==> src/rtl/ssq_pkg.sv <==
package ssq_pkg;

  // ----------------------------------------------------------------
  // clocking and timing
  // ----------------------------------------------------------------
  localparam int CLK_PERIOD_NS       = 20;
  localparam int SLOW_DIV_DEF        = 1525;
  localparam int FAST_DIV_DEF        = 5;
  localparam int FAST_OSC_STARTUP_NS = 2000;
  localparam int FAST_OSC_STARTUP_CYC =
    (FAST_OSC_STARTUP_NS + CLK_PERIOD_NS - 1) / CLK_PERIOD_NS;

  // ----------------------------------------------------------------
  // register map, byte addresses
  // ----------------------------------------------------------------
  localparam logic [7:0] OFS_CFG    = 8'h00;
  localparam logic [7:0] OFS_TIMING = 8'h04;
  localparam logic [7:0] OFS_CMD    = 8'h08;
  localparam logic [7:0] OFS_CHANNEL_ENABLE_BITS   = 8'h0C;
  localparam logic [7:0] OFS_STATUS = 8'h10;
  localparam logic [1:0] CHCFG_PAGE = 2'h1;

  // cfg fields
  localparam int TRIG_LSB  = 0;
  localparam int EVCON_BIT = 2;
  localparam int ONDEM_BIT = 3;
  // timing fields
  localparam int LFP_LSB   = 0;
  localparam int HFP_LSB   = 4;
  localparam int PCP_LSB   = 8;
  localparam int PERIOD_TOP_VALUE_LSB = 12;
  localparam int STDLY_LSB = 20;
  // per-channel config fields
  localparam int EXDUR_LSB  = 0;
  localparam int MDLY_LSB   = 8;
  localparam int SDLY_LSB   = 16;
  localparam int EXCITE_CLOCK_SELECT_BIT  = 24;
  localparam int SCLK_BIT   = 25;
  localparam int EXCITE_PIN_MODE_LSB = 26;
  localparam int ALTERNATE_EXCITE_ENABLE_BIT  = 28;
  localparam int IDLE_LSB   = 29;
  localparam int START_BIT  = 0;

  localparam logic [3:0]  CFG_RST   = 4'h0;
  localparam logic [27:0] TIM_RST   = 28'h000_0000;
  localparam logic [15:0] CHANNEL_ENABLE_BITS_RST  = 16'h0000;
  localparam logic [30:0] CHCFG_RST = 31'h0000_0000;

  // ----------------------------------------------------------------
  // types
  // ----------------------------------------------------------------
  typedef enum logic [1:0] {
    TRIG_PERIODIC = 2'h0,
    TRIG_SINGLE   = 2'h1,
    TRIG_EVENT    = 2'h2
  } ssq_trig_t;

  typedef enum logic [1:0] {
    PIN_DISABLED = 2'h0,
    PIN_HIGH     = 2'h1,
    PIN_LOW      = 2'h2,
    PIN_DAC      = 2'h3
  } ssq_pin_t;

  typedef enum logic [4:0] {
    ST_IDLE   = 5'h01,
    ST_SDLY   = 5'h02,
    ST_CHIDLE = 5'h04,
    ST_EXCITE = 5'h08,
    ST_MEAS   = 5'h10
  } ssq_state_t;

endpackage : ssq_pkg

==> src/rtl/ssq_tick_div.sv <==
`timescale 1ns/1ns
// passes every divisor-th input enable; a divisor of zero acts as one
module ssq_tick_div #(
  parameter int W = 16
) (
  input  wire logic         sys_clk,
  input  wire logic         rst_n,
  input  wire logic         clr,
  input  wire logic         inTick,
  input  wire logic [W-1:0] divisor,
  output logic              outTick
);

  logic [W-1:0] cnt_reg;
  logic [W-1:0] last;

  assign last    = (divisor == '0) ? '0 : divisor - W'(1);
  assign outTick = inTick && (cnt_reg >= last);

  always_ff @(posedge sys_clk) begin
    if (!rst_n || clr) begin
      cnt_reg <= '0;
    end else if (outTick) begin
      cnt_reg <= '0;
    end else if (inTick) begin
      cnt_reg <= cnt_reg + W'(1);
    end
  end

endmodule : ssq_tick_div

==> src/rtl/ssq_sensor_scan_sequencer.sv <==
`timescale 1ns/1ns
// Function
// - slow and fast sense ticks time phases; registers on the bus clock.
// - every enabled channel is measured once per scan.
// - periodic mode: prescaled period counter starts a scan at its top value.
// - scan rate is slow clock / ((1 + top) * 2^exponent).
// - single-trigger mode: one scan per write of the start bit.
// - event mode: routed event starts a scan when consumer input configured.
// - start while idle begins at once, period schedule untouched.
// - period overflow during a scan runs that scan right after.
// - slow and fast timing prescalers with their own factors.
// - each channel walks idle, excite and measure phases.
// - excite/measure count excite clock; sample delay counts sample clock.
// - excite pulse lasts excite_duration selected-clock cycles.
// - comparator ignored for measure_ignore_delay excite-clock cycles.
// - sample taken after sample_delay sample-clock cycles.
// - programmable pre-measure delay before measuring begins.
// - on-demand fast oscillator requested at excite; timing waits start-up.
// - excitation on the active channel's own output unless alternate.
// - excite pin mode: disabled, high, low or DAC output.
// - DAC excitation only through three dedicated switches for channels 0-2.
// - channels 0-2 may hold DAC output connected while idle.
// - alternate excite uses output (x+8) mod 16.
// - enable bit x enables channel x; ascending order from lowest.
// - active pin disabled as analog input throughout measure.
// - own pin tri-stated after excite; alternate pin returns straight to idle.
module ssq_sensor_scan_sequencer #(
  parameter int SLOW_DIV = ssq_pkg::SLOW_DIV_DEF,
  parameter int FAST_DIV = ssq_pkg::FAST_DIV_DEF
) (
  input  wire logic        sys_clk,
  input  wire logic        rst_n,
  input  wire logic [7:0]  address,
  input  wire logic        read,
  input  wire logic        write,
  input  wire logic [3:0]  byteenable,
  input  wire logic [31:0] writedata,
  output logic      [31:0] readdata,
  output logic             waitrequest,
  input  wire logic        routedEvent,
  output logic             fastOscRequest,
  output logic      [15:0] chOut,
  output logic      [15:0] chOeN,
  output logic      [2:0]  dacSwitch,
  output logic      [3:0]  activeChannel,
  output logic             scanBusy,
  output logic             compareEnable,
  output logic             sampleStrobe
);

  // ----------------------------------------------------------------
  // avalon slave
  // ----------------------------------------------------------------
  logic        ack_reg;
  logic        wrTake;
  logic        isCh;
  logic [31:0] rdMux;
  logic [31:0] wrMerged;
  logic [31:0] readdata_reg;
  logic [3:0]  cfg_reg;
  logic [27:0] tim_reg;
  logic [15:0] channel_enable_bits_reg;
  logic [30:0] chCfg_reg [16];
  logic        startCmd;
  ssq_pkg::ssq_state_t state_reg;
  logic [3:0]  activeCh_reg;

  // one wait cycle per access gives the read mux a full cycle
  assign waitrequest = (read || write) && !ack_reg;
  assign wrTake      = write && ack_reg;
  assign isCh        = (address[7:6] == ssq_pkg::CHCFG_PAGE) && (address[1:0] == 2'h0);
  assign startCmd    = wrTake && (address == ssq_pkg::OFS_CMD) && byteenable[0]
                       && writedata[ssq_pkg::START_BIT];
  assign readdata    = readdata_reg;

  always_ff @(posedge sys_clk) begin
    if (!rst_n) begin
      ack_reg <= 1'b0;
    end else begin
      ack_reg <= (read || write) && !ack_reg;
    end
  end

  always_comb begin
    rdMux = 32'h0000_0000;
    if (isCh) begin
      rdMux = {1'b0, chCfg_reg[address[5:2]]};
    end else begin
      unique case (address)
        ssq_pkg::OFS_CFG:    rdMux = {28'h000_0000, cfg_reg};
        ssq_pkg::OFS_TIMING: rdMux = {4'h0, tim_reg};
        ssq_pkg::OFS_CHANNEL_ENABLE_BITS:   rdMux = {16'h0000, channel_enable_bits_reg};
        ssq_pkg::OFS_STATUS: rdMux = {22'h00_0000, state_reg, activeCh_reg, scanBusy};
        default:             rdMux = 32'h0000_0000;
      endcase
    end
    wrMerged = rdMux;
    for (int b = 0; b < 4; b++) begin
      if (byteenable[b]) begin
        wrMerged[8*b +: 8] = writedata[8*b +: 8];
      end
    end
  end

  always_ff @(posedge sys_clk) begin
    if (!rst_n) begin
      readdata_reg <= 32'h0000_0000;
    end else if (read && !ack_reg) begin
      readdata_reg <= rdMux;
    end
  end

  always_ff @(posedge sys_clk) begin
    if (!rst_n) begin
      cfg_reg  <= ssq_pkg::CFG_RST;
      tim_reg  <= ssq_pkg::TIM_RST;
      channel_enable_bits_reg <= ssq_pkg::CHANNEL_ENABLE_BITS_RST;
      for (int i = 0; i < 16; i++) begin
        chCfg_reg[i] <= ssq_pkg::CHCFG_RST;
      end
    end else if (wrTake) begin
      if (isCh) begin
        chCfg_reg[address[5:2]] <= wrMerged[30:0];
      end else if (address == ssq_pkg::OFS_CFG) begin
        cfg_reg <= wrMerged[3:0];
      end else if (address == ssq_pkg::OFS_TIMING) begin
        tim_reg <= wrMerged[27:0];
      end else if (address == ssq_pkg::OFS_CHANNEL_ENABLE_BITS) begin
        channel_enable_bits_reg <= wrMerged[15:0];
      end
    end
  end

  // ----------------------------------------------------------------
  // clock enables and prescalers
  // ----------------------------------------------------------------
  logic        slowTick;
  logic        fastBase;
  logic        slowPre;
  logic        fastPre;
  logic        periodTick;
  logic        oscReady;
  logic        start_when_needed;
  logic [15:0] oscCnt_reg;
  logic [1:0]  trigMode;
  logic [7:0]  period_top_value;
  logic [7:0]  pre_measure_delay;
  logic [7:0]  periodCnt_reg;

  assign start_when_needed = cfg_reg[ssq_pkg::ONDEM_BIT];
  assign trigMode = cfg_reg[ssq_pkg::TRIG_LSB +: 2];
  assign period_top_value    = tim_reg[ssq_pkg::PERIOD_TOP_VALUE_LSB +: 8];
  assign pre_measure_delay = tim_reg[ssq_pkg::STDLY_LSB +: 8];
  assign oscReady = (oscCnt_reg == 16'(ssq_pkg::FAST_OSC_STARTUP_CYC));

  ssq_tick_div u_slowBase (.sys_clk(sys_clk), .rst_n(rst_n), .clr(1'b0), .inTick(1'b1),
    .divisor(16'(SLOW_DIV)), .outTick(slowTick));
  ssq_tick_div u_fastBase (.sys_clk(sys_clk), .rst_n(rst_n), .clr(1'b0), .inTick(1'b1),
    .divisor(16'(FAST_DIV)), .outTick(fastBase));
  ssq_tick_div u_slowPre (.sys_clk(sys_clk), .rst_n(rst_n), .clr(1'b0), .inTick(slowTick),
    .divisor(16'h0001 << tim_reg[ssq_pkg::LFP_LSB +: 4]), .outTick(slowPre));
  ssq_tick_div u_fastPre (.sys_clk(sys_clk), .rst_n(rst_n), .clr(!oscReady),
    .inTick(fastBase && oscReady),
    .divisor(16'h0001 << tim_reg[ssq_pkg::HFP_LSB +: 4]), .outTick(fastPre));
  ssq_tick_div u_period (.sys_clk(sys_clk), .rst_n(rst_n), .clr(1'b0), .inTick(slowTick),
    .divisor(16'h0001 << tim_reg[ssq_pkg::PCP_LSB +: 4]), .outTick(periodTick));

  // the oscillator counts its start-up only while it is requested
  always_ff @(posedge sys_clk) begin
    if (!rst_n || !fastOscRequest) begin
      oscCnt_reg <= 16'h0000;
    end else if (!oscReady) begin
      oscCnt_reg <= oscCnt_reg + 16'h0001;
    end
  end

  // ----------------------------------------------------------------
  // scan triggers
  // ----------------------------------------------------------------
  logic periodWrap;
  logic periodPend_reg;
  logic cmdPend_reg;
  logic eventPend_reg;
  logic anyStart;
  logic stIdle;

  assign stIdle     = (state_reg == ssq_pkg::ST_IDLE);
  assign periodWrap = periodTick && (trigMode == ssq_pkg::TRIG_PERIODIC)
                      && (periodCnt_reg == period_top_value);
  assign anyStart   = periodPend_reg || cmdPend_reg || eventPend_reg;

  // free-running schedule; interleaved scans never touch it
  always_ff @(posedge sys_clk) begin
    if (!rst_n || trigMode != ssq_pkg::TRIG_PERIODIC) begin
      periodCnt_reg <= 8'h00;
    end else if (periodWrap) begin
      periodCnt_reg <= 8'h00;
    end else if (periodTick) begin
      periodCnt_reg <= periodCnt_reg + 8'h01;
    end
  end

  // a new trigger wins over the clear of the same cycle
  always_ff @(posedge sys_clk) begin
    if (!rst_n) begin
      periodPend_reg <= 1'b0;
      cmdPend_reg    <= 1'b0;
      eventPend_reg  <= 1'b0;
    end else begin
      periodPend_reg <= periodWrap || (periodPend_reg && !stIdle);
      cmdPend_reg    <= startCmd || (cmdPend_reg && !stIdle);
      eventPend_reg  <= (routedEvent && trigMode == ssq_pkg::TRIG_EVENT
                         && cfg_reg[ssq_pkg::EVCON_BIT])
                        || (eventPend_reg && !stIdle);
    end
  end

  // ----------------------------------------------------------------
  // sequencer
  // ----------------------------------------------------------------
  logic [15:0] remEn_reg;
  logic [15:0] remAfter;
  logic [30:0] curCfg_reg;
  logic [7:0]  phCnt_reg;
  logic [7:0]  mCnt_reg;
  logic [7:0]  sCnt_reg;
  logic [4:0]  pickFirst;
  logic [4:0]  pickNext;
  logic        exTick;
  logic        smTick;
  logic        sdlyDone;
  logic        chIdleDone;
  logic        exDone;
  logic        smDone;
  logic [7:0]  exDur;
  logic [7:0]  mDly;
  logic [7:0]  sDly;
  logic [3:0]  exPin;

  function automatic logic [4:0] lowestSet(input logic [15:0] m);
    logic [4:0] r;
    r = 5'h00;
    for (int i = 15; i >= 0; i--) begin
      if (m[i]) begin
        r = {1'b1, 4'(i)};
      end
    end
    return r;
  endfunction : lowestSet

  assign exDur      = curCfg_reg[ssq_pkg::EXDUR_LSB +: 8];
  assign mDly       = curCfg_reg[ssq_pkg::MDLY_LSB +: 8];
  assign sDly       = curCfg_reg[ssq_pkg::SDLY_LSB +: 8];
  assign exTick     = curCfg_reg[ssq_pkg::EXCITE_CLOCK_SELECT_BIT] ? fastPre : slowPre;
  assign smTick     = curCfg_reg[ssq_pkg::SCLK_BIT] ? fastPre : slowPre;
  assign remAfter   = remEn_reg & ~(16'h0001 << activeCh_reg);
  assign pickFirst  = lowestSet(remEn_reg);
  assign pickNext   = lowestSet(remAfter);
  assign sdlyDone   = (pre_measure_delay == 8'h00) || (slowPre && phCnt_reg + 8'h01 == pre_measure_delay);
  assign chIdleDone = slowPre;
  assign exDone     = (exDur == 8'h00) || (exTick && phCnt_reg + 8'h01 == exDur);
  assign smDone     = (sDly == 8'h00) || (smTick && sCnt_reg + 8'h01 == sDly);
  assign exPin      = curCfg_reg[ssq_pkg::ALTERNATE_EXCITE_ENABLE_BIT] ? 4'(activeCh_reg + 4'h8)
                                                     : activeCh_reg;
  assign scanBusy      = !stIdle;
  assign activeChannel = activeCh_reg;

  always_ff @(posedge sys_clk) begin
    if (!rst_n) begin
      state_reg    <= ssq_pkg::ST_IDLE;
      remEn_reg    <= 16'h0000;
      activeCh_reg <= 4'h0;
      curCfg_reg   <= ssq_pkg::CHCFG_RST;
      phCnt_reg    <= 8'h00;
    end else begin
      unique case (state_reg)
        ssq_pkg::ST_IDLE: begin
          phCnt_reg <= 8'h00;
          if (anyStart) begin
            remEn_reg <= channel_enable_bits_reg;
            state_reg <= ssq_pkg::ST_SDLY;
          end
        end
        ssq_pkg::ST_SDLY: begin
          if (!sdlyDone) begin
            phCnt_reg <= slowPre ? phCnt_reg + 8'h01 : phCnt_reg;
          end else if (!pickFirst[4]) begin
            state_reg <= ssq_pkg::ST_IDLE;
          end else begin
            activeCh_reg <= pickFirst[3:0];
            curCfg_reg   <= chCfg_reg[pickFirst[3:0]];
            phCnt_reg    <= 8'h00;
            state_reg    <= ssq_pkg::ST_CHIDLE;
          end
        end
        ssq_pkg::ST_CHIDLE: begin
          if (chIdleDone) begin
            state_reg <= ssq_pkg::ST_EXCITE;
          end
        end
        ssq_pkg::ST_EXCITE: begin
          if (exDone) begin
            state_reg <= ssq_pkg::ST_MEAS;
          end else if (exTick) begin
            phCnt_reg <= phCnt_reg + 8'h01;
          end
        end
        ssq_pkg::ST_MEAS: begin
          if (smDone) begin
            remEn_reg <= remAfter;
            phCnt_reg <= 8'h00;
            if (pickNext[4]) begin
              activeCh_reg <= pickNext[3:0];
              curCfg_reg   <= chCfg_reg[pickNext[3:0]];
              state_reg    <= ssq_pkg::ST_CHIDLE;
            end else begin
              state_reg <= ssq_pkg::ST_IDLE;
            end
          end
        end
      endcase
    end
  end

  // measure window counters
  always_ff @(posedge sys_clk) begin
    if (!rst_n || state_reg != ssq_pkg::ST_MEAS) begin
      mCnt_reg <= 8'h00;
      sCnt_reg <= 8'h00;
    end else begin
      if (exTick && mCnt_reg != mDly) begin
        mCnt_reg <= mCnt_reg + 8'h01;
      end
      if (smTick) begin
        sCnt_reg <= sCnt_reg + 8'h01;
      end
    end
  end

  always_ff @(posedge sys_clk) begin
    if (!rst_n) begin
      compareEnable  <= 1'b0;
      sampleStrobe   <= 1'b0;
      fastOscRequest <= 1'b0;
    end else begin
      compareEnable  <= (state_reg == ssq_pkg::ST_MEAS) && (mCnt_reg >= mDly);
      sampleStrobe   <= (state_reg == ssq_pkg::ST_MEAS) && smDone;
      // on demand the oscillator is off in idle and pre-excite phases
      fastOscRequest <= !start_when_needed || (state_reg == ssq_pkg::ST_EXCITE)
                        || (state_reg == ssq_pkg::ST_MEAS);
    end
  end

  // ----------------------------------------------------------------
  // pin drive
  // ----------------------------------------------------------------
  logic [1:0]  pinMode [16];
  logic [15:0] chOut_next;
  logic [15:0] chOeN_next;
  logic [2:0]  dac_next;

  always_comb begin
    for (int p = 0; p < 16; p++) begin
      pinMode[p] = chCfg_reg[p][ssq_pkg::IDLE_LSB +: 2];
      if (state_reg == ssq_pkg::ST_EXCITE && 4'(p) == exPin) begin
        pinMode[p] = curCfg_reg[ssq_pkg::EXCITE_PIN_MODE_LSB +: 2];
      end
      // own pin passes through the disabled state; an alternate pin does not
      if (state_reg == ssq_pkg::ST_MEAS && 4'(p) == activeCh_reg) begin
        pinMode[p] = ssq_pkg::PIN_DISABLED;
      end
      chOut_next[p] = (pinMode[p] == ssq_pkg::PIN_HIGH);
      chOeN_next[p] = !((pinMode[p] == ssq_pkg::PIN_HIGH) || (pinMode[p] == ssq_pkg::PIN_LOW));
    end
    for (int d = 0; d < 3; d++) begin
      dac_next[d] = (pinMode[d] == ssq_pkg::PIN_DAC);
    end
  end

  always_ff @(posedge sys_clk) begin
    if (!rst_n) begin
      chOut     <= 16'h0000;
      chOeN     <= 16'hFFFF;
      dacSwitch <= 3'h0;
    end else begin
      chOut     <= chOut_next;
      chOeN     <= chOeN_next;
      dacSwitch <= dac_next;
    end
  end
endmodule : ssq_sensor_scan_sequencer

==> config.mk <==
export PLATFORM = sky130hd
export DESIGN_NAME = ssq_sensor_scan_sequencer
export DESIGN_NICKNAME = d
export VERILOG_FILES = /design/src/rtl/ssq_pkg.sv /design/src/rtl/ssq_tick_div.sv /design/src/rtl/ssq_sensor_scan_sequencer.sv
export SDC_FILE = /design/constraint.sdc
export NUM_CORES = 2
export LEC_CHECK = 0
export ABC_AREA = 1
export BUFFER_PORTS_ARGS = -buffer_cell sky130_fd_sc_hd__clkbuf_2
export CAP_MARGIN = 20
export CORE_AREA = 2 2 257 450
export CTS_CLUSTER_DIAMETER = 80
export CTS_CLUSTER_SIZE = 16
export DETAILED_ROUTE_END_ITERATION = 16
export DIE_AREA = 0 0 259 452
export GPL_ROUTABILITY_DRIVEN = 0
export HOLD_SLACK_MARGIN = 0.1
export SETUP_SLACK_MARGIN = 0.3
export SLEW_MARGIN = 20
export SYNTH_ARGS = -nofsm -noshare
export SYNTH_HDL_FRONTEND = slang
export SYNTH_HIERARCHICAL = 1
export SYNTH_SLANG_ARGS = --single-unit
==> constraint.sdc <==
create_clock -name sys_clk -period 5 [get_ports sys_clk]
set_clock_uncertainty 0.1 [all_clocks]
set_input_delay 0.25 -clock sys_clk [delete_from_list [all_inputs] [get_ports sys_clk]]
set_output_delay 0.25 -clock sys_clk [all_outputs]
set_load 0.02 [all_outputs]
==> results.sh <==
export IMPL_status="finished clean"
export IMPL_fin_crit_sh=0.9184
export IMPL_leakagePower_nw=24.55
export IMPL_clk_latency_ns=0.69
export IMPL_switching_share=0.5162
export IMPL_final_max_slew_viol_count=0
export IMPL_clock_fmax_mhz=217.8
export IMPL_synth_cell_types=54
export IMPL_synth_top_family_by_area="simple AND/OR/NAND/NOR gates"
export IMPL_synth_area_leaders="edfxtp_1 (29%), nand3_1 (13%), dfxtp_1 (12%), nand2_1 (8.7%), nor2_1 (6.9%)"
export IMPL_synth_ff_type="edfxtp_1"
export IMPL_synth_simple_area_share=0.3205
export IMPL_cts_buffers=55
export IMPL_cts_num_sinks=799
export IMPL_largest_reg_flops=496
export IMPL_cpPeakStageDelay_ns=0.42
export IMPL_power_total_w=0.02935
export IMPL_power_frac_seq=0.249
export IMPL_dp_hpwl_um=129100
export IMPL_start_kind="flip-flop"
export IMPL_yosysWarnings=6
export IMPL_grt_usage=0.3546
export IMPL_drive_gt1_frac=0.09958
export IMPL_critical_path_class="reg -> reg"
export IMPL_pwr_share_comb=0.596
export IMPL_die_x_um=259
export IMPL_htree_levels=2
export IMPL_finalHoldViolCount=0
export IMPL_hp_class="in -> reg"
export IMPL_yosysMostFrequentCell="nand3_1"
export IMPL_clock_path_buffers=3
export IMPL_vdd_drop_max_mv=1.013
export IMPL_ant_nets=0
export IMPL_worst_pin_slew_ns=1.105
export IMPL_antenna_found_initial=6
export IMPL_crit_required_ns=5.53
export IMPL_crit_fanout=8
export IMPL_synthArstFlopShare=0
export IMPL_synth_xor_xnor_area_share=0.02518
export IMPL_dieArea_sq_mm=0.1171
export IMPL_drt_initial_drc_count=6501
export IMPL_worstPathArrival_ns=5.12
export IMPL_drcViolationCount=0
export IMPL_ys_ff_latch=799
export IMPL_cts_tree="done"
export IMPL_overflow=0
export IMPL_grt_pass1_vias=50250
export IMPL_drv_cap=0
export IMPL_worst_slack_ns=0.4082
export IMPL_clkPwrFrac=0.155
export IMPL_syn_inst=7072
export IMPL_powerDensity_mw_per_mm2=512.5
export IMPL_min_period_ns=4.592
export IMPL_rsz0062_at_grt="true"
export IMPL_cp_slowest_cell="dfxtp_4"
export IMPL_drt_wl_total_um=214800
export IMPL_io_pins=125
export IMPL_clkTransAtPathRegs_ns=0.08
export IMPL_syn_area_sq_mm=0.05079
export IMPL_power_report_internal_total_w=0.01420
export IMPL_setup_viol=0
export IMPL_root_buffer="clkbuf_16"
export IMPL_syn2layout_area_growth_pct=12.78
export IMPL_routedWlPerCell_um=24.64
export IMPL_grt_pass1_wl_um=311900
export IMPL_timing_critical_path_mode_cell="nand2_2"
export IMPL_end_kind="flip-flop"
export IMPL_rows=164
export IMPL_grt_max_degree=148
export IMPL_syn_avg_cell_area_sq_um=7.182
export IMPL_nNetsFinal=7360
export IMPL_start_util=0.4476
export IMPL_vias_per_cell=6.070
export IMPL_yosys_top_cells_count="nand3_1 (1361), nand2_1 (1177), nor2_1 (927)"
export IMPL_fin_util=0.5048
export IMPL_tns_ns=0
export IMPL_synth_top_area_frac=0.2933
export IMPL_power_switching_w=0.01515
export IMPL_num_vias=52900
export IMPL_synth_largest_area_cell="edfxtp_1"
export IMPL_ys_seq_area_frac=0.4127
export IMPL_dieHeight_um=452
export IMPL_first_pass_iters=7
export IMPL_relSlewSlack=0.2626
export IMPL_yosys_area_share_adder=0.03153
export IMPL_synth_edf_count=496
export IMPL_io_buffers=122
export IMPL_synth_compound_area_frac=0.1005
export IMPL_dpl_worst_slack_ns=-0.2084
export IMPL_synthMuxAreaShare=0.002956
export IMPL_core_area_sq_mm=0.1135
layout by cell type (no fill, tap or decap), types with 33 or more instances in the layout:
cell type      netlist  routed
xnor2_1             48      47
o22ai_1            194     194
conb_1               2     113
buf_12               0      50
a22oi_1             44      40
nor2_2              24      50
buf_4                9     177
or2_2               34      33
a21oi_1            205     201
nand2_2              7      53
clkbuf_2             0     121
clkbuf_16            0      60
clkbuf_1           344      37
inv_1              913     884
dlygate4sd3_1        0      42
o21ai_1             24      33
nor2_1             927     885
o21ai_0            311     298
dfxtp_1            303     293
ha_1               128     118
xor2_1              98      97
nand4_1             69      69
nand3_1           1361    1344
edfxtp_1           496     496
nor3_1              56      47
nand2_1           1177    1123
timing repair:
action,CTS,global route
cloned,2,4
endpoints found under the setup margin,64,72
pin swaps,11,47
resized for setup,45,148
hold buffers,42,0
endpoints found under the hold margin,327,0
setup buffers,12,25
final cells by class:
class / count / area, sq um
tap: 1494 / 1869
antenna: 1 / 2.502
clock buffer: 94 / 1565
fill: 11090 / 56190
sequential: 799 / 20980
timing repair buffer: 406 / 3617
multi-input combinational: 4995 / 25730
inverter: 926 / 3517
worst max-delay path, delay by kind of cell (launching register included):
kind | cells | cell delay, ns
buffers and inverters | 7 | 0.96
adder cells (fa/ha/maj) | 1 | 0.27
AO/OA/AOI/OAI | 3 | 0.31
flip-flops | 1 | 0.42
AND/OR/NAND/NOR | 20 | 2.44
metal layers:
metal  vias to the layer above  wire length (um)  track usage
met3                      1200             24040      0.07269
met4                         6             20720       0.2801
met5                         -                41            0
met1                     24440             71320       0.3999
met2                      3611             98640       0.5823
li1                      23640                 -            -
worst paths after layout:
path	start	end	slack [ns]	cells after the start
max reg2reg	tim_reg[3]	curCfg_reg[14]	0.41	31
min reg2reg	oscCnt_reg[15]	oscCnt_reg[15]	0.36	1
max	tim_reg[3]	curCfg_reg[14]	0.41	31
min	byteenable[2]	tim_reg[21]	0.13	5
power groups by stage:
stage,Sequential [W],Combinational (W),Clock (W)
after CTS,0.00731,0.0166,0.00457
after global routing,0.00734,0.0184,0.00476
final,0.00732,0.0175,0.00455
after floorplan,0.00746,0.0108,0
after global placement,0.00746,0.0165,0
after detailed placement,0.00746,0.0165,0
cell families (layout without fill, tap and decap cells):
family                   Yosys count  in the layout
AND/OR/NAND/NOR                 3710           3710
buffers and inverters           1389           1426
AO/OA/AOI/OAI                    883            883
flip-flops                       799            799
XOR/XNOR                         146            146
adder cells (fa/ha/maj)          128            128
multiplexers                      15             15
other                              2            114
stage by stage:
stage               cells  area (sq um)  hold WS [ns]
floorplan            7183         51230        0.3197
global placement     8535         54160        0.3433
detailed placement   8535         54160        0.3429
CTS                  8685         56460        0.1011
global route         8715         57280        0.1742
finish               8715         57280        0.1309
Power figures use the tool's default switching activity.
